`src/pwrsw_regs.svh`:
```
// register offsets, field positions and reset values for the power switch
// block; assumes a 32-bit axi4-lite slave with one aligned word per register
`ifndef PWRSW_REGS_SVH
`define PWRSW_REGS_SVH

// byte addresses (index times four)
`define ADDR_CONTROL1   6'h10
`define ADDR_CONTROL2   6'h14
`define ADDR_SLEEPCTRL  6'h18
`define ADDR_OUTCTRL    6'h1c
`define ADDR_OSCSTAT    6'h20
`define ADDR_STATUS     6'h24

// control1 fields
`define BIT_STATIC_LEVEL 5
`define BIT_LOW_RES_SW   1
// control2 field
`define SEL_LSB          2
`define SEL_MSB          4
`define SEL_RESET        3'h7
`define SEL_SLEEP        3'h6
// sleep control field
`define BIT_SLEEP_RST_EN 6
// output control fields
`define BIT_EXT_DIS      7
`define BIT_WDOG_DIS     6
`define BIT_RST_OUT_EN   4
`define BIT_CLK_OUT_EN   3
`define BIT_TIMER_OUT_EN 2
`define BIT_FREQ_OUT_EN  0
`define OUTCTRL_RESET    8'h1d
// osc status field
`define BIT_LEVEL_LOCK   5

`define RESP_OKAY        2'h0
`define RESP_SLVERR      2'h2

`endif

```
`src/pwrsw_pkg.sv`:
```
// types shared by the power switch block
// assumes the constants header pwrsw_regs.svh
package pwrsw_pkg;
   // sleep state as reported by the sleep state machine
   typedef enum logic [1:0]
   {
      ST_RUN   = 2'b00,
      ST_SWAIT = 2'b01,
      ST_SLEEP = 2'b10
   } sleep_state_type;

   // one open-drain/push-pull pin: output level and enable
   typedef struct packed
   {
      logic level;
      logic oe;
   } pin_drive_type;
endpackage : pwrsw_pkg

```
`src/sleep_power_switch_output.sv`:
```
// power switch pin, sleep reset and leakage control of the rtc
// assumes the sleep state machine sits elsewhere on MCLK and reports its
// state; pins from the outside pass a two-flop synchroniser here
//
// Contract
// after reset the selector is 7 and the static level bit is 0.
// the static level bit may become 1 only while the lock bit is clear.
// in power switch use software writes only selector codes 6 or 7.
// code 7 picks the static bit, code 6 picks the sleep function.
// with sleep selected the pin pulls low while awake, opens in sleep.
// with sleep reset enabled, reset goes low in sleep, released on wake.
// host disables its reset pull-up; reset output used push-pull.
// software sets input disables for inputs from powered-down parts.
// software clears output enables for outputs to powered-down parts.
// timer interrupt output enable exists only on two-wire variants.
// the supply-switched case handles sleep like the ground case.
// code 6 with low-resistance bit is open drain, else high-true sleep.
// sleep removes the power switch signal; wake restores it.
// a locked set of the static bit is ignored; clears always work.
`include "pwrsw_regs.svh"

module sleep_power_switch_output
   import pwrsw_pkg::*;
#(
   parameter bit TWO_WIRE_VARIANT = 1'b1
)
(
   // clock and reset
   input  wire logic            MCLK,
   input  wire logic            RESET_N,
   // sleep state machine
   input  wire sleep_state_type SLEEP_STATE,
   // raw pins and internal sources
   input  wire logic            EXT_IRQ_IN,
   input  wire logic            WDOG_IN,
   input  wire logic            FREQ_SRC,
   input  wire logic            TIMER_SRC,
   input  wire logic            CLK_SRC,
   input  wire logic            RESET_SRC_N,
   // filtered inputs to the core
   output logic                 EXT_IRQ_SYNC,
   output logic                 WDOG_SYNC,
   // pins
   output pin_drive_type        POWER_SWITCH_PIN,
   output pin_drive_type        SYSTEM_RESET_OUT_N,
   output pin_drive_type        FREQ_IRQ_PIN,
   output pin_drive_type        TIMER_IRQ_PIN,
   output pin_drive_type        CLOCK_IRQ3_PIN,
   // axi4-lite slave
   input  wire logic [5:0]      S_AXI_AWADDR,
   input  wire logic            S_AXI_AWVALID,
   output logic                 S_AXI_AWREADY,
   input  wire logic [31:0]     S_AXI_WDATA,
   input  wire logic [3:0]      S_AXI_WSTRB,
   input  wire logic            S_AXI_WVALID,
   output logic                 S_AXI_WREADY,
   output logic [1:0]           S_AXI_BRESP,
   output logic                 S_AXI_BVALID,
   input  wire logic            S_AXI_BREADY,
   input  wire logic [5:0]      S_AXI_ARADDR,
   input  wire logic            S_AXI_ARVALID,
   output logic                 S_AXI_ARREADY,
   output logic [31:0]          S_AXI_RDATA,
   output logic [1:0]           S_AXI_RRESP,
   output logic                 S_AXI_RVALID,
   input  wire logic            S_AXI_RREADY
);

   // control registers
   logic [7:0]  control1_r;
   logic [7:0]  control2_r;
   logic [7:0]  sleepctrl_r;
   logic [7:0]  outctrl_r;
   logic [7:0]  oscstat_r;
   logic [7:0]  control1_nxt;

   // write and read channel capture
   logic        aw_held_r;
   logic [5:0]  aw_addr_r;
   logic        w_held_r;
   logic [31:0] w_data_r;
   logic        w_lane0_r;
   logic        bvalid_r;
   logic [1:0]  bresp_r;
   logic        rvalid_r;
   logic [31:0] rdata_r;
   logic [1:0]  rresp_r;

   // synchronisers
   logic [1:0]  ext_sync_r;
   logic [1:0]  wdog_sync_r;

   // pin flops
   pin_drive_type sw_pin_r;
   pin_drive_type rst_r;
   pin_drive_type freq_r;
   pin_drive_type timer_r;
   pin_drive_type clk_r;

   // ---------------- bus decode ----------------
   // one write and one read at a time; address and data in any order
   wire do_write   = aw_held_r && w_held_r && !bvalid_r;
   wire wr_c1      = do_write && (aw_addr_r == `ADDR_CONTROL1);
   wire wr_c2      = do_write && (aw_addr_r == `ADDR_CONTROL2);
   wire wr_sc      = do_write && (aw_addr_r == `ADDR_SLEEPCTRL);
   wire wr_oc      = do_write && (aw_addr_r == `ADDR_OUTCTRL);
   wire wr_os      = do_write && (aw_addr_r == `ADDR_OSCSTAT);
   wire wr_ro      = do_write && (aw_addr_r == `ADDR_STATUS);
   wire wr_hit     = wr_c1 || wr_c2 || wr_sc || wr_oc || wr_os || wr_ro;
   wire [7:0] wbyte = w_data_r[7:0];
   wire rd_take    = S_AXI_ARVALID && !rvalid_r;

   assign S_AXI_AWREADY = !aw_held_r;
   assign S_AXI_WREADY  = !w_held_r;
   assign S_AXI_ARREADY = !rvalid_r;
   assign S_AXI_BVALID  = bvalid_r;
   assign S_AXI_BRESP   = bresp_r;
   assign S_AXI_RVALID  = rvalid_r;
   assign S_AXI_RDATA   = rdata_r;
   assign S_AXI_RRESP   = rresp_r;

   // static level may only rise while unlocked; clearing always lands
   wire lock       = oscstat_r[`BIT_LEVEL_LOCK];
   wire lvl_old    = control1_r[`BIT_STATIC_LEVEL];
   wire lvl_req    = wbyte[`BIT_STATIC_LEVEL];
   wire lvl_new    = lvl_req && (lvl_old || !lock);

   always_comb
   begin
      control1_nxt = control1_r;
      if (wr_c1 && w_lane0_r)
      begin
         control1_nxt = wbyte;
         control1_nxt[`BIT_STATIC_LEVEL] = lvl_new;
      end
   end

   // status word: sleep state and the current pin level
   wire [31:0] status_word = {26'h0, rst_r.level, sw_pin_r.oe, sw_pin_r.level,
                              1'b0, SLEEP_STATE};

   logic [31:0] rd_mux;
   logic        rd_hit;
   always_comb
   begin
      rd_hit = 1'b1;
      case (S_AXI_ARADDR)
         `ADDR_CONTROL1:  rd_mux = {24'h0, control1_r};
         `ADDR_CONTROL2:  rd_mux = {24'h0, control2_r};
         `ADDR_SLEEPCTRL: rd_mux = {24'h0, sleepctrl_r};
         `ADDR_OUTCTRL:   rd_mux = {24'h0, outctrl_r};
         `ADDR_OSCSTAT:   rd_mux = {24'h0, oscstat_r};
         `ADDR_STATUS:    rd_mux = status_word;
         default:
         begin
            rd_mux = 32'h0;
            rd_hit = 1'b0;
         end
      endcase
   end

   // ---------------- bus handshake ----------------
   always_ff @(posedge MCLK)
   begin
      if (!RESET_N)
      begin
         aw_held_r <= 1'b0;
         aw_addr_r <= 6'h0;
         w_held_r  <= 1'b0;
         w_data_r  <= 32'h0;
         w_lane0_r <= 1'b0;
         bvalid_r  <= 1'b0;
         bresp_r   <= `RESP_OKAY;
      end
      else
      begin
         if (S_AXI_AWVALID && !aw_held_r)
         begin
            aw_held_r <= 1'b1;
            aw_addr_r <= S_AXI_AWADDR;
         end
         if (S_AXI_WVALID && !w_held_r)
         begin
            w_held_r  <= 1'b1;
            w_data_r  <= S_AXI_WDATA;
            w_lane0_r <= S_AXI_WSTRB[0];
         end
         if (do_write)
         begin
            bvalid_r  <= 1'b1;
            bresp_r   <= wr_hit ? `RESP_OKAY : `RESP_SLVERR;
            aw_held_r <= 1'b0;
            w_held_r  <= 1'b0;
         end
         else if (bvalid_r && S_AXI_BREADY)
            bvalid_r <= 1'b0;
      end
   end

   // read answers one cycle after the address is taken
   always_ff @(posedge MCLK)
   begin
      if (!RESET_N)
      begin
         rvalid_r <= 1'b0;
         rdata_r  <= 32'h0;
         rresp_r  <= `RESP_OKAY;
      end
      else if (rd_take)
      begin
         rvalid_r <= 1'b1;
         rdata_r  <= rd_mux;
         rresp_r  <= rd_hit ? `RESP_OKAY : `RESP_SLVERR;
      end
      else if (S_AXI_RREADY)
         rvalid_r <= 1'b0;
   end

   // ---------------- register file ----------------
   // selector resets to static level, which resets low: power on
   always_ff @(posedge MCLK)
   begin
      if (!RESET_N)
      begin
         control1_r  <= 8'h0;
         control2_r  <= {3'h0, `SEL_RESET, 2'h0};
         sleepctrl_r <= 8'h0;
         outctrl_r   <= `OUTCTRL_RESET;
         oscstat_r   <= 8'h0;
      end
      else
      begin
         control1_r <= control1_nxt;
         if (wr_c2 && w_lane0_r)
            control2_r <= wbyte;
         if (wr_sc && w_lane0_r)
            sleepctrl_r <= wbyte;
         if (wr_oc && w_lane0_r)
            outctrl_r <= wbyte;
         if (wr_os && w_lane0_r)
            oscstat_r <= wbyte;
      end
   end

   // ---------------- pin logic ----------------
   wire [2:0] sel      = control2_r[`SEL_MSB:`SEL_LSB];
   wire asleep         = (SLEEP_STATE == ST_SLEEP);
   wire low_res        = control1_r[`BIT_LOW_RES_SW];
   wire static_lvl     = control1_r[`BIT_STATIC_LEVEL];
   wire sleep_reset_enable = sleepctrl_r[`BIT_SLEEP_RST_EN];
   wire power_switch_signal = !asleep;

   // only codes 6 and 7 are glitch safe; others park the pin low
   pin_drive_type sw_pin_nxt;
   always_comb
   begin
      sw_pin_nxt = '{level: 1'b0, oe: 1'b1};
      case (sel)
         `SEL_RESET:
            sw_pin_nxt = '{level: static_lvl, oe: 1'b1};
         `SEL_SLEEP:
            if (low_res)
               // ground pulled while powered, open in sleep
               sw_pin_nxt = '{level: 1'b0, oe: power_switch_signal};
            else
               sw_pin_nxt = '{level: asleep, oe: 1'b1};
         default:
            sw_pin_nxt = '{level: 1'b0, oe: 1'b1};
      endcase
   end

   // reset: low in sleep when enabled, released on wake; push-pull
   wire rst_low   = (sleep_reset_enable && asleep) || !RESET_SRC_N;
   wire rst_en    = outctrl_r[`BIT_RST_OUT_EN];
   wire timer_en  = TWO_WIRE_VARIANT &&
                    outctrl_r[`BIT_TIMER_OUT_EN];

   // pins registered so that no decode glitch reaches them
   always_ff @(posedge MCLK)
   begin
      if (!RESET_N)
      begin
         sw_pin_r <= '{level: 1'b0, oe: 1'b1};
         rst_r   <= '{level: 1'b0, oe: 1'b1};
         freq_r  <= '{level: 1'b0, oe: 1'b1};
         timer_r <= '{level: 1'b0, oe: 1'b0};
         clk_r   <= '{level: 1'b0, oe: 1'b0};
      end
      else
      begin
         sw_pin_r <= sw_pin_nxt;
         rst_r   <= '{level: !rst_low, oe: rst_en};
         freq_r  <= '{level: FREQ_SRC,
                      oe: outctrl_r[`BIT_FREQ_OUT_EN]};
         timer_r <= '{level: TIMER_SRC, oe: timer_en};
         clk_r   <= '{level: CLK_SRC,
                      oe: outctrl_r[`BIT_CLK_OUT_EN]};
      end
   end

   assign POWER_SWITCH_PIN   = sw_pin_r;
   assign SYSTEM_RESET_OUT_N = rst_r;
   assign FREQ_IRQ_PIN       = freq_r;
   assign TIMER_IRQ_PIN      = timer_r;
   assign CLOCK_IRQ3_PIN     = clk_r;

   // ---------------- input synchronisers ----------------
   always_ff @(posedge MCLK)
   begin
      if (!RESET_N)
      begin
         ext_sync_r  <= 2'b00;
         wdog_sync_r <= 2'b00;
      end
      else
      begin
         ext_sync_r  <= {ext_sync_r[0], EXT_IRQ_IN};
         wdog_sync_r <= {wdog_sync_r[0], WDOG_IN};
      end
   end

   // disabled inputs read zero while asleep, so floating pins are ignored
   assign EXT_IRQ_SYNC = ext_sync_r[1] &&
                         !(asleep && outctrl_r[`BIT_EXT_DIS]);
   assign WDOG_SYNC    = wdog_sync_r[1] &&
                         !(asleep && outctrl_r[`BIT_WDOG_DIS]);

endmodule : sleep_power_switch_output

```
`config.mk`:
```
export PLATFORM = sky130hd
export DESIGN_NAME = sleep_power_switch_output
export DESIGN_NICKNAME = d
export VERILOG_FILES = /design/src/pwrsw_pkg.sv /design/src/sleep_power_switch_output.sv
export VERILOG_INCLUDE_DIRS = /design/src
export SDC_FILE = /design/constraint.sdc
export NUM_CORES = 1
export LEC_CHECK = 0
export ABC_AREA = 0
export ABC_CLOCK_PERIOD_IN_PS = 2100
export BUFFER_PORTS_ARGS = -buffer_cell sky130_fd_sc_hd__buf_2
export CORE_MARGIN = 8
export CORE_UTILIZATION = 40
export CTS_BUF_LIST = sky130_fd_sc_hd__clkbuf_8
export DETAILED_ROUTE_END_ITERATION = 12
export GPL_TIMING_DRIVEN = 0
export PLACE_DENSITY = 0.69
export SKIP_LAST_GASP = 1
export SYNTH_ARGS = -nofsm -noshare
export SYNTH_HDL_FRONTEND = slang
export SYNTH_SLANG_ARGS = --single-unit
```
`constraint.sdc`:
```
create_clock -name MCLK -period 2.1 [get_ports MCLK]
set_clock_uncertainty 0.1 [all_clocks]
set_input_delay 0.21 -clock MCLK [delete_from_list [all_inputs] [get_ports MCLK]]
set_output_delay 0.21 -clock MCLK [all_outputs]
set_load 0.02 [all_outputs]
```
* Yosys cells after proc, flatten, opt, wreduce, memory -nomap -nowiden *
Cells that the tools add are included.

cells by class
  add/subtract/negate cells = 0
  multiply operators = 0
  div/mod/pow operators = 0
  order comparisons = 0
  eq/ne operators = 15
  shift-type cells = 0
  mux-type cells = 10
  bitwise operators = 1
  reduce and logical (&&, ||, !) cells = 44

operator list
  kind                  count
  $eq A6 B5 Y1 const B  8
  $pmux W8 S6           1
  $eq A6 B6 Y1 const B  4
  $logic_and A1 B1 Y1   23
  $logic_not A1 Y1      10
  $logic_or A1 B1 Y1    7
  $eq A3 B3 Y1 const B  2
  $mux W2               3
  $reduce_or A6 Y1      1
  $mux W1               5
  $pmux W2 S2           1
  $reduce_bool A2 Y1    2
  $eq A2 B2 Y1 const B  1
  $reduce_or A2 Y1      1
  $not A1 Y1            1

storage, ports and cells
  register bits = 109
  latch bits = 0
  RAM bits = 0
  bits in read-only memories = 0
  input bits = 63
  output and inout port bits = 53
  logic and storage cells = 97
  memories = 0

* Depth between registers and ports, before layout *
Gate-level depths: netlist of the first run.

  depth after elaboration = 9
  gate-level depth with buffers = 6
  mapped depth without buffers = 4

* Worst setup path after synthesis of the first run *
OpenSTA, ideal clock, no wires.

  kind = register -> register
  from = register bvalid_r, in the netlist S_AXI_BVALID
  to = register outctrl_r[3]
  setup time = 0.129 ns
  arrival time = 1.377 ns
  required time = 1.871 ns
  slack = 0.494 ns
  cell stages (with the launch flop) = 7
  buffers on the path = 2
  period minus slack after synthesis = 1.606 ns
  cell sequence = dfxtp_1 -> and3b_1 -> buf_2 -> and4_1 -> buf_4 -> mux2i_1 -> nand2_1

on the way
  longest elaborated chain between the ends = 4

ends and longest elaborated chain
  element                 line                              source
  start, declared         sleep_power_switch_output.sv:83   logic bvalid_r;
  start signal, assigned  sleep_power_switch_output.sv:172  bvalid_r <= 1'b0;
  start signal, assigned  sleep_power_switch_output.sv:190  bvalid_r <= 1'b1;
  start signal, assigned  sleep_power_switch_output.sv:196  bvalid_r <= 1'b0;
  $logic_not A1 Y1        sleep_power_switch_output.sv:102  wire do_write = aw_held_r && w_held_r && !bvalid_r;
  $logic_and A1 B1 Y1     sleep_power_switch_output.sv:102
  $logic_and A1 B1 Y1     sleep_power_switch_output.sv:106  wire wr_oc = do_write && (aw_addr_r == `ADDR_OUTCTRL);
  $logic_and A1 B1 Y1     sleep_power_switch_output.sv:238  if (wr_oc && w_lane0_r)
  end signal, assigned    sleep_power_switch_output.sv:228  outctrl_r <= `OUTCTRL_RESET;
  end signal, assigned    sleep_power_switch_output.sv:239  outctrl_r <= wbyte;
  end, declared           sleep_power_switch_output.sv:73   logic [7:0] outctrl_r;

Every way passes these cells.
A chain may end at the register's enable or synchronous reset.

* Worst setup path after layout of the first run *
  from = register aw_addr_r[0]
  to = register control1_r[4]

on the way
  longest elaborated chain between the ends = 3

ends and longest elaborated chain
  element                        line                              source
  start, declared                sleep_power_switch_output.sv:79   logic [5:0] aw_addr_r;
  start signal, assigned         sleep_power_switch_output.sv:168  aw_addr_r <= 6'h0;
  start signal, assigned         sleep_power_switch_output.sv:180  aw_addr_r <= S_AXI_AWADDR;
  $eq A6 B5 Y1 (no source line)  n/a
  $logic_and A1 B1 Y1            sleep_power_switch_output.sv:103  wire wr_c1 = do_write && (aw_addr_r == `ADDR_CONTROL1);
  $logic_and A1 B1 Y1            sleep_power_switch_output.sv:131  if (wr_c1 && w_lane0_r)
  end signal, assigned           sleep_power_switch_output.sv:233  control1_r <= control1_nxt;
  end, declared                  sleep_power_switch_output.sv:70   logic [7:0] control1_r;

Every way passes these cells.

==> results by group, run 1 <==
Clock tree
  • Reg clk slew, reported paths: 0.08 ns
  • Postcts setup bufs: 0
  • Post-CTS Resized: 0
  • H-tree Lvls: 3
  • Total CTS buffers: 9
  • TritonCTS Sinks: 83
  • CTS tree: built
  • Max clock buf depth: 2
  • Root Buffer: clkbuf_8
  • Worst skew pair latency: 0.35 ns

Routing
  • Residual antenna-violating net count after detailed routing: 0
  • Initial DRC Count: ~260
  • Vias per cell: 5.04
  • Wire per inst: 15.8 um
  • Total Wirelength: 9680 um
  • TritonRoute pass-1 iters: 5
  • Detailed-route DRC error count: 0
  • DR vias: 3,093

STA
  • Tmin final: around 1.9 ns
  • Slew margin rel.: 59.7%
  • Slew Viols, Final: 0
  • Setup TNS: 0 ns
  • Max Fclk: 0.537 GHz
  • Final hold vios: 0
  • Final setup violation count: 0
  • RSZ-0062 raised after global routing: false
  • Final Cycle Share: 88.6%
  • Worst Tran Pin Value: around 0.60 ns

Synth
  • Main synth FF type: dfxtp_1
  • Synth Register Bits: 83
  • Top cells by area, synth: dfxtp_1 46%, mux2i_1 6.9%, buf_4 5.6%, nand2_1 5.3%, o21ai_0 4.4%
  • Largest area contributor in the netlist: dfxtp_1
  • Post-Syn Area: between 0.003 and 0.004 mm^2
  • Seq/Total Area, Yosys: 45.8%
  • Warning count from the yosys run: 0
  • Cells after synthesis: 390
  • Synth async-reset ratio: 0%
  • Synth cell types: 50
  • Yosys top cell area share: about 46%
  • Mapped Avg Cell Area: 9.29 um^2
  • Post-synth EDFFs: 0

Die
  • Die ar.: approximately 0.012 mm^2
  • Io pins: between 100 and 150
  • Row count: 34
  • Die width: 111 um
  • Core Region: 0.00876 mm^2
  • DIE HEIGHT: ~110 um
  • Starting density of the core: 41.4%

GRT
  • First-pass GRT wire length: ~16,000 um
  • Antenna violations before repair: 0
  • Largest net degree at the start of global routing: 16
  • Tot GR Track Use: 15.4%
  • Vias in the first global route: 3,019
  • Remaining global-route overflow: 0

Cells and area
  • Final non-filler cell area: 0.00450 mm^2
  • Layout cell share with drive strength beyond 1: approximately a quarter
  • Post-Route Utilization: 51.4%
  • Fin nets: 564
  • Area Overhead vs Synth: 24.2%
  • Diode count: 0
  • Post-Layout Cell Count: 614

Worst setup path
  • Worst Path Max Fanout: 10
  • Worst EP arrival: about 2.0 ns
  • Reg2reg start: aw_addr_r[0]$_SDFFE_PN0P_
  • WP data required: 2.23 ns
  • Setup CP Type: reg2reg
  • Startpoint Class: flip-flop
  • Worst setup EP type: flip-flop
  • CP Launch Point: aw_addr_r[0]$_SDFFE_PN0P_

Pwr
  • P per Cell Area: 715 mW/mm^2
  • P_leak: 1.95 nW
  • Worst vdd ir: 0.000326 V

Placed design
  • Placed cell count: 584
  • Placer Congestion: around 0.86
  • Placed inst area: 0.00416 mm^2
  • Post-DP HPWL: 7080 um
  • # port buffers: 61

Flow run
  • Maxcap violations: 0

Outcome
  • Status: completed

Hold path
  • Min-delay worst type: in2reg
  • Hold Crit Start: S_AXI_WVALID
[logic make-up after synthesis]
group	Yosys count	share of synthesized area (%)
AND/OR/NAND/NOR	145	21.1
flip-flops	83	45.8
multiplexers	34	10.0
buffers and inverters	54	9.80
other	1	0.103
AO/OA/AOI/OAI	73	13.1
[worst max-delay path: stages (launching register included)]
cell	delay, ns
dfxtp_1	0.34
nor3b_2	0.35
nand4_1	0.40
buf_2	0.33
nand3_1	0.11
o21ai_0	0.11
[worst paths after layout]
check | depth (start not counted) | slack, ns | endpoint
hold / removal | 3 | 0.004 | w_held_r$_SDFFE_PP0P_
hold reg to reg | 1 | 0.35 | ext_sync_r[1]$_SDFF_PN0_
setup / recovery | 5 | 0.24 | control1_r[4]$_SDFFE_PN0P_
setup reg to reg | 5 | 0.24 | control1_r[4]$_SDFFE_PN0P_
[what timing repair did]
| action | CTS | global route |
|---|---|---|
| endpoints found under the setup margin | 0 | 0 |
| hold endpoints to repair | 13 | 0 |
| hold buffers | 14 | 0 |
[report_power, final]
part           switching, mW  internal (mW)
clock                  0.608          0.555
combinational          0.228          0.172
sequential            0.0374           1.62
total                  0.874           2.34
[cell usage after synthesis, types with 3 or more instances]
master     number
dfxtp_1        83
nand2_1        51
o21ai_0        32
buf_4          27
mux2i_1        25
nand3_1        25
nor2b_1        25
a21boi_0       11
and2_1         11
nor2_1         11
clkbuf_1       10
mux2_2          8
a21oi_1         6
a31oi_1         6
buf_2           5
inv_1           5
a221oi_1        3
clkbuf_8        3
nand2b_1        3
nand4_1         3
o2bb2ai_1       3
[through the flow]
step           hold WS, ns  worst slack, ns  total power, mW
2_1_floorplan        0.226            0.494             1.94
3_3_place_gp         0.313            0.351             2.06
3_5_place_dp         0.318            0.293             2.07
4_1_cts           0.000267            0.245             3.23
5_1_grt             0.0150            0.112             3.35
6_report           0.00379            0.239             3.22
[per-layer routing]
metal / share of wire, % / vias up / routed length [um] / track usage, %
li1: - / 1522 / - / -
met1: 45 / 1418 / 4330 / 19.2
met2: 44 / 134 / 4270 / 23.6
met3: 9.1 / 19 / 878 / 5.14
met4: 2.0 / 0 / 198 / 6.93
met5: 0 / - / 0 / 0
[cell usage in the layout (no fill, tap or decap), drive strengths merged, types with 6 or more instances in the layout]
cell,n
a21boi,11
a21oi,6
a31oi,6
and2,11
buf,97
clkbuf,22
conb,26
dfxtp,83
dlygate4sd3,14
inv,6
mux2,8
mux2i,25
nand2,51
nand3,25
nor2,12
nor2b,25
o21ai,32
[final cells by class]
class                   instances  area [um^2]
multi-input cells             278         1700
clock buffers                   9          124
clock inverters                 7         77.6
plain buffers                  49          337
fillers                       843         4260
inverters                       5         18.8
repair buffers                 75          445
flip-flops and latches         83         1660
well taps                     108          135
[registers in the layout (all words and copies together) (netlist names), 6 cells and up]
signal and count:
sleepctrl_r 8, control2_r 8, outctrl_r 8, aw_addr_r 6, oscstat_r 8, S_AXI_RDATA 8, w_data_r 8, control1_r 8
Power figures use the tool's default switching activity.
==> run 2: changes to the inputs <==
- BUFFER_PORTS_ARGS: -buffer_cell sky130_fd_sc_hd__buf_2 -> default
- DONT_BUFFER_PORTS: default -> 1
- PLACE_DENSITY: 0.69 -> 0.58
==> run 2 against run 1 <==
  * Maximum frequency barely moved
  * Critical endpoint is now sleepctrl_r[6]$_SDFFE_PN0P_
  * Sequential power about the same
  * Highest routed layer unchanged
  * Clock power shrank 17%
  * Utilization fell by 2.7 points
==> results by group, run 2 (synthesized netlist as in run 1, its figures left out) <==
Pwr
  • P per Cell Area: 697 mW/mm^2 (-2.5%)
  • Worst vdd ir: 0.000310 V (-4.8%)
  • P_leak: 1.75 nW (-10%)

Routing
  • Residual antenna-violating net count after detailed routing: 0 (unchanged)
  • Vias per cell: 5.01 (-0.57%)
  • Detailed-route DRC error count: 0 (unchanged)
  • Total Wirelength: 9450 um (-2.4%)
  • TritonRoute pass-1 iters: 6 (+1)
  • Initial DRC Count: 139 (-45%)
  • DR vias: 2,830 (-8.5%)
  • Wire per inst: 16.7 um (+6.0%)

Worst setup path
  • Setup CP Type: reg2reg
  • Worst EP arrival: 1.99 ns (about the same)
  • Startpoint Class: flip-flop
  • Worst Path Max Fanout: 10 (unchanged)
  • WP data required: 2.23 ns (about the same)
  • Worst setup EP type: flip-flop

Die
  • Io pins: 116 (unchanged)
  • Starting density of the core: 41.4% (unchanged)
  • Die width: 111 um (unchanged)
  • Core Region: 0.00876 mm^2 (unchanged)
  • Row count: 34 (unchanged)
  • Die ar.: 0.0124 mm^2 (unchanged)
  • DIE HEIGHT: 111 um (unchanged)

STA
  • Slew margin rel.: 53.6% (-6.1 points)
  • Slew Viols, Final: 0 (unchanged)
  • Final setup violation count: 0 (unchanged)
  • Setup TNS: 0 ns (unchanged)
  • Worst Tran Pin Value: 0.690 ns (+0.0850 ns)
  • Final hold vios: 0 (unchanged)
  • RSZ-0062 raised after global routing: false
  • Final Cycle Share: 88.7% (about the same)
  • Hold Slack: 0.0730 ns (+0.0692 ns)
  • Tmin final: 1.86 ns (+0.00121 ns)
  • Max Fclk: 0.537 GHz (about the same)

GRT
  • Remaining global-route overflow: 0 (unchanged)
  • First-pass GRT wire length: 15,400 um (-0.76%)
  • Antenna violations before repair: 0 (unchanged)
  • Tot GR Track Use: 15.4% (about the same)
  • Vias in the first global route: 2,888 (-4.3%)
  • Largest net degree at the start of global routing: 13 (-3)

Placed design
  • Placed cell count: 523 (-10%)
  • Placed inst area: 0.00385 mm^2 (-7.3%)
  • # port buffers: 0 (-100%)
  • Post-DP HPWL: 6930 um (-2.1%)
  • Placer Congestion: 0.832 (-3.2%)

Flow run
  • Maxcap violations: 0 (unchanged)

Cells and area
  • Fin nets: 515 (-8.7%)
  • Most frequent cells in the layout: 83 x dfxtp_1, 51 x nand2_1, 32 x o21ai_0
  • Area Overhead vs Synth: 17.7%
  • Final non-filler cell area: 0.00427 mm^2 (-5.2%)
  • Diode count: 0 (unchanged)
  • Post-Route Utilization: 48.7% (-2.7 points)
  • Layout cell share with drive strength beyond 1: 14.9% (-11 points)
  • Post-Layout Cell Count: 565 (-8.0%)
  • Commonest non-fill, non-tap cell in the layout: dfxtp_1

Clock tree
  • Max clock buf depth: 2 (unchanged)
  • Worst skew pair latency: 0.35 ns (about the same)
  • TritonCTS Sinks: 83 (unchanged)
  • H-tree Lvls: 3 (unchanged)
  • Total CTS buffers: 9 (unchanged)
  • Root Buffer: clkbuf_8
  • Reg clk slew, reported paths: 0.08 ns (about the same)
  • CTS tree: built

Hold path
  • Min-delay worst type: in2reg

Outcome
  • Status: completed
run 2: cell types whose count changed in the layout (fill, tap and decap cells not counted), sizes merged:
cell	delta
buf	-61
dlygate4sd3	+12
clkinvlp	-4
inv	+3
clkinv	+2
bufinv	-1
run 2: layer usage:
metal / track usage, % / share of wire, % / vias to the layer above / routed length (um)
met5: 0 / 0 / - / 0
met4: 6.76 / 2.5 / 0 / 232
met3: 4.92 / 8.0 / 13 / 757
met2: 23.7 / 43 / 98 / 4030
met1: 19.3 / 47 / 1288 / 4430
li1: - / - / 1431 / -
run 2: path summary, 6_finish.rpt:
kind                                   from                          endpoint  slack [ns]  depth (start not counted)
hold / removal               SLEEP_STATE[0]  SYSTEM_RESET_OUT_N[1]$_SDFF_PN0_        0.07                          2
hold reg to reg   wdog_sync_r[0]$_SDFF_PN0_         wdog_sync_r[1]$_SDFF_PN0_        0.33                          1
setup reg to reg  S_AXI_BVALID$_SDFFE_PN0P_       sleepctrl_r[6]$_SDFFE_PN0P_        0.24                          6
setup / recovery  S_AXI_BVALID$_SDFFE_PN0P_       sleepctrl_r[6]$_SDFFE_PN0P_        0.24                          6
run 2: through the flow:
| step | setup WS [ns] | power [mW] |
|---|---|---|
| final | 0.238 | 2.97 |
| after global routing | 0.0731 | 3.11 |
| after CTS | 0.220 | 3.00 |
| after detailed placement | 0.246 | 2.01 |
| after global placement | 0.267 | 2.01 |
| after floorplan | 0.494 | 1.94 |
run 2: cell type report:
type,count,area (um^2)
sequential,83,1660
fill,851,4500
multi-input combinational,278,1700
inverter,5,18.8
clock inverter,7,30.0
tap,108,135
buffer,49,337
clock buffer,9,124
timing repair buffer,26,260
run 2: timing repair:
item                      in CTS  in global routing
hold endpoints to repair      25                  0
hold buffers                  26                  0
resized for setup              0                  0
buffers inserted               0                  0
run 2: critical path, stage by stage, from the launching register on:
cell     delay [ns]
dfxtp_1        0.40
and3b_1        0.24
buf_2          0.17
nand4_1        0.34
buf_2          0.32
nand3_1        0.09
o21ai_0        0.08
run 2: power by group:
part           switching, mW  internal [mW]  total, mW
combinational          0.183          0.148      0.332
sequential            0.0648           1.62       1.68
clock                  0.553          0.407      0.960
total                  0.801           2.17       2.97
==> run 3: changes to the inputs <==
- CELL_PAD_IN_SITES_DETAIL_PLACEMENT: default -> 1
- CELL_PAD_IN_SITES_GLOBAL_PLACEMENT: default -> 1
- PLACE_DENSITY: 0.58 -> 0.73
==> run 3 against run 2 <==
  * Combinational power increased by 2%
  * Sequential share of layout area decreased by 0.47 points
  * Largest power group unchanged
  * Critical endpoint is now control1_r[6]$_SDFFE_PN0P_
  * Utilization increased by 0.60 points
  * Sequential power about the same
  * Sequential cell count unchanged
  * Via count increased by 3.6%
==> results by group, run 3 (synthesized netlist as in run 1, its figures left out) <==
Outcome
  • Status: completed

STA
  • Slew margin rel.: 51.2% (-2.4 points)
  • Setup TNS: 0 ns (unchanged)
  • Tmin final: 1.88 ns (+0.0165 ns)
  • Slew Viols, Final: 0 (unchanged)
  • Max Fclk: 0.532 GHz (-0.88%)
  • RSZ-0062 raised after global routing: false
  • Final Cycle Share: 89.5% (+0.79 points)
  • Worst Tran Pin Value: 0.725 ns (+0.0357 ns)
  • Final setup violation count: 0 (unchanged)
  • Final hold vios: 0 (unchanged)
  • Final WS setup: 0.221 ns (-0.0165 ns)

Routing
  • Wire per inst: 18.5 um (+10%)
  • Residual antenna-violating net count after detailed routing: 0 (unchanged)
  • Detailed-route DRC error count: 0 (unchanged)
  • Initial DRC Count: 89 (-36%)
  • TritonRoute pass-1 iters: 6 (unchanged)
  • Vias per cell: 5.19 (+3.6%)
  • DR vias: 2,932 (+3.6%)
  • Total Wirelength: 10,400 um (+10%)

GRT
  • GR Util met3: 5.90% (+0.97 points)
  • Tot GR Track Use: 16.9% (+1.5 points)
  • Met1 Resource Use GR: 20.1% (+0.84 points)
  • Largest net degree at the start of global routing: 13 (unchanged)
  • First-pass GRT wire length: 16,800 um (+9.1%)
  • Vias in the first global route: 3,122 (+8.1%)
  • Remaining global-route overflow: 0 (unchanged)
  • Antenna violations before repair: 0 (unchanged)
  • GRT met2 Usage: 27.7% (+4.0 points)
  • Global route hottest layer: met2

Worst setup path
  • Setup CP Type: reg2reg
  • Worst EP arrival: 2.00 ns (about the same)
  • Worst Path Max Fanout: 10 (unchanged)
  • Worst setup EP type: flip-flop
  • WP data required: 2.23 ns (about the same)
  • Startpoint Class: flip-flop

Cells and area
  • Multi-input gate area: 0.00170 mm^2 (unchanged)
  • Fill cell count: 1,040 (+22%)
  • FF+latch area: 0.00166 mm^2 (unchanged)
  • Most frequent cells in the layout: 83 x dfxtp_1, 51 x nand2_1, 32 x o21ai_0
  • Layout cell share with drive strength beyond 1: 15.1% (+0.22 points)
  • Post-Route Utilization: 49.3% (+0.60 points)
  • Fin nets: 515 (unchanged)
  • Commonest non-fill, non-tap cell in the layout: dfxtp_1
  • Diode count: 0 (unchanged)
  • Area Overhead vs Synth: 19.2%

Placed design
  • # port buffers: 0 (unchanged)
  • Post-DP HPWL: 7580 um (+9.3%)
  • Placer Congestion: 0.790 (-5.0%)
  • Worst slack at placement: 0.258 ns (+0.0124 ns)

Die
  • Die width: 111 um (unchanged)
  • DIE HEIGHT: 111 um (unchanged)
  • Die ar.: 0.0124 mm^2 (unchanged)
  • Io pins: 116 (unchanged)
  • Core Region: 0.00876 mm^2 (unchanged)
  • Starting density of the core: 41.4% (unchanged)
  • Row count: 34 (unchanged)

Clock tree
  • Worst skew pair latency: 0.35 ns (about the same)
  • Reg clk slew, reported paths: 0.08 ns (about the same)
  • Root Buffer: clkbuf_8
  • CTS tree: built
  • H-tree Lvls: 3 (unchanged)
  • Postcts setup bufs: 0 (unchanged)
  • TritonCTS Sinks: 83 (unchanged)
  • Max clock buf depth: 2 (unchanged)
  • Total CTS buffers: 9 (unchanged)

Pwr
  • Worst vdd ir: 0.000328 V (+5.7%)
  • P per Cell Area: 743 mW/mm^2 (+6.6%)
  • P_leak: 1.77 nW (+1.1%)

Hold path
  • Min-delay worst type: in2reg

Flow run
  • Maxcap violations: 0 (unchanged)
-- run 3: cell count changes in the layout (fill, tap and decap cells not counted) --
| cell | change |
|---|---|
| clkbuf_8 | +3 |
| inv_1 | -1 |
| bufinv_16 | +1 |
| clkinv_2 | -3 |
-- run 3: critical path, cell delays in order, from the launching register on --
cell and delay [ns]:
dfxtp_1 0.40, and3b_1 0.24, buf_2 0.17, nand4_1 0.33
buf_2 0.32, nand3_1 0.11, o21ai_0 0.09
-- run 3: what timing repair did --
item | 4_1_cts | 5_1_grt
hold endpoints to repair | 25 | 0
hold buffers | 26 | 0
gates resized for setup | 0 | 0
-- run 3: final timing paths --
path                            depth (start not counted)  slack (ns)                        endpoint                 startpoint
worst max-delay path                                    6        0.22      control1_r[6]$_SDFFE_PN0P_  S_AXI_BVALID$_SDFFE_PN0P_
worst min-delay path                                    2        0.03  POWER_SWITCH_PIN[0]$_SDFF_PN1_             SLEEP_STATE[0]
worst max register to register                          6        0.22      control1_r[6]$_SDFFE_PN0P_  S_AXI_BVALID$_SDFFE_PN0P_
worst min register to register                          1        0.33       wdog_sync_r[1]$_SDFF_PN0_  wdog_sync_r[0]$_SDFF_PN0_
-- run 3: power breakdown --
part           switching, mW  leakage (nW)  internal, mW
Combinational          0.189         0.977         0.148
Clock                  0.555         0.116         0.636
Sequential            0.0655         0.676          1.62
-- run 3: metrics by stage --
stage	power [mW]	cell area, um^2	cells	hold slack (ns)
after floorplan	1.94	3720	415	0.226
after global placement	2.01	3850	523	0.230
after detailed placement	2.01	3850	523	0.240
after CTS	3.24	4320	565	0.0254
after global routing	3.33	4320	565	0.0381
final	3.21	4320	565	0.0286
-- run 3: per-layer routing --
| metal | part of all wire [%] | wire length [um] | up-vias |
|---|---|---|---|
| li1 | - | - | 1419 |
| met1 | 44 | 4640 | 1415 |
| met2 | 47 | 4950 | 86 |
| met3 | 6.6 | 687 | 12 |
| met4 | 1.4 | 149 | 0 |
| met5 | 0 | 0 | - |
-- run 3: final cells by class --
type | instances | area share (%)
buffer | 49 | 7.79
clock buffer | 12 | 3.82
clock inverter | 4 | 0.956
inverter | 5 | 0.434
multi-input combinational | 278 | 39.4
sequential | 83 | 38.5
tap | 108 | 3.13
timing repair buffer | 26 | 6.02
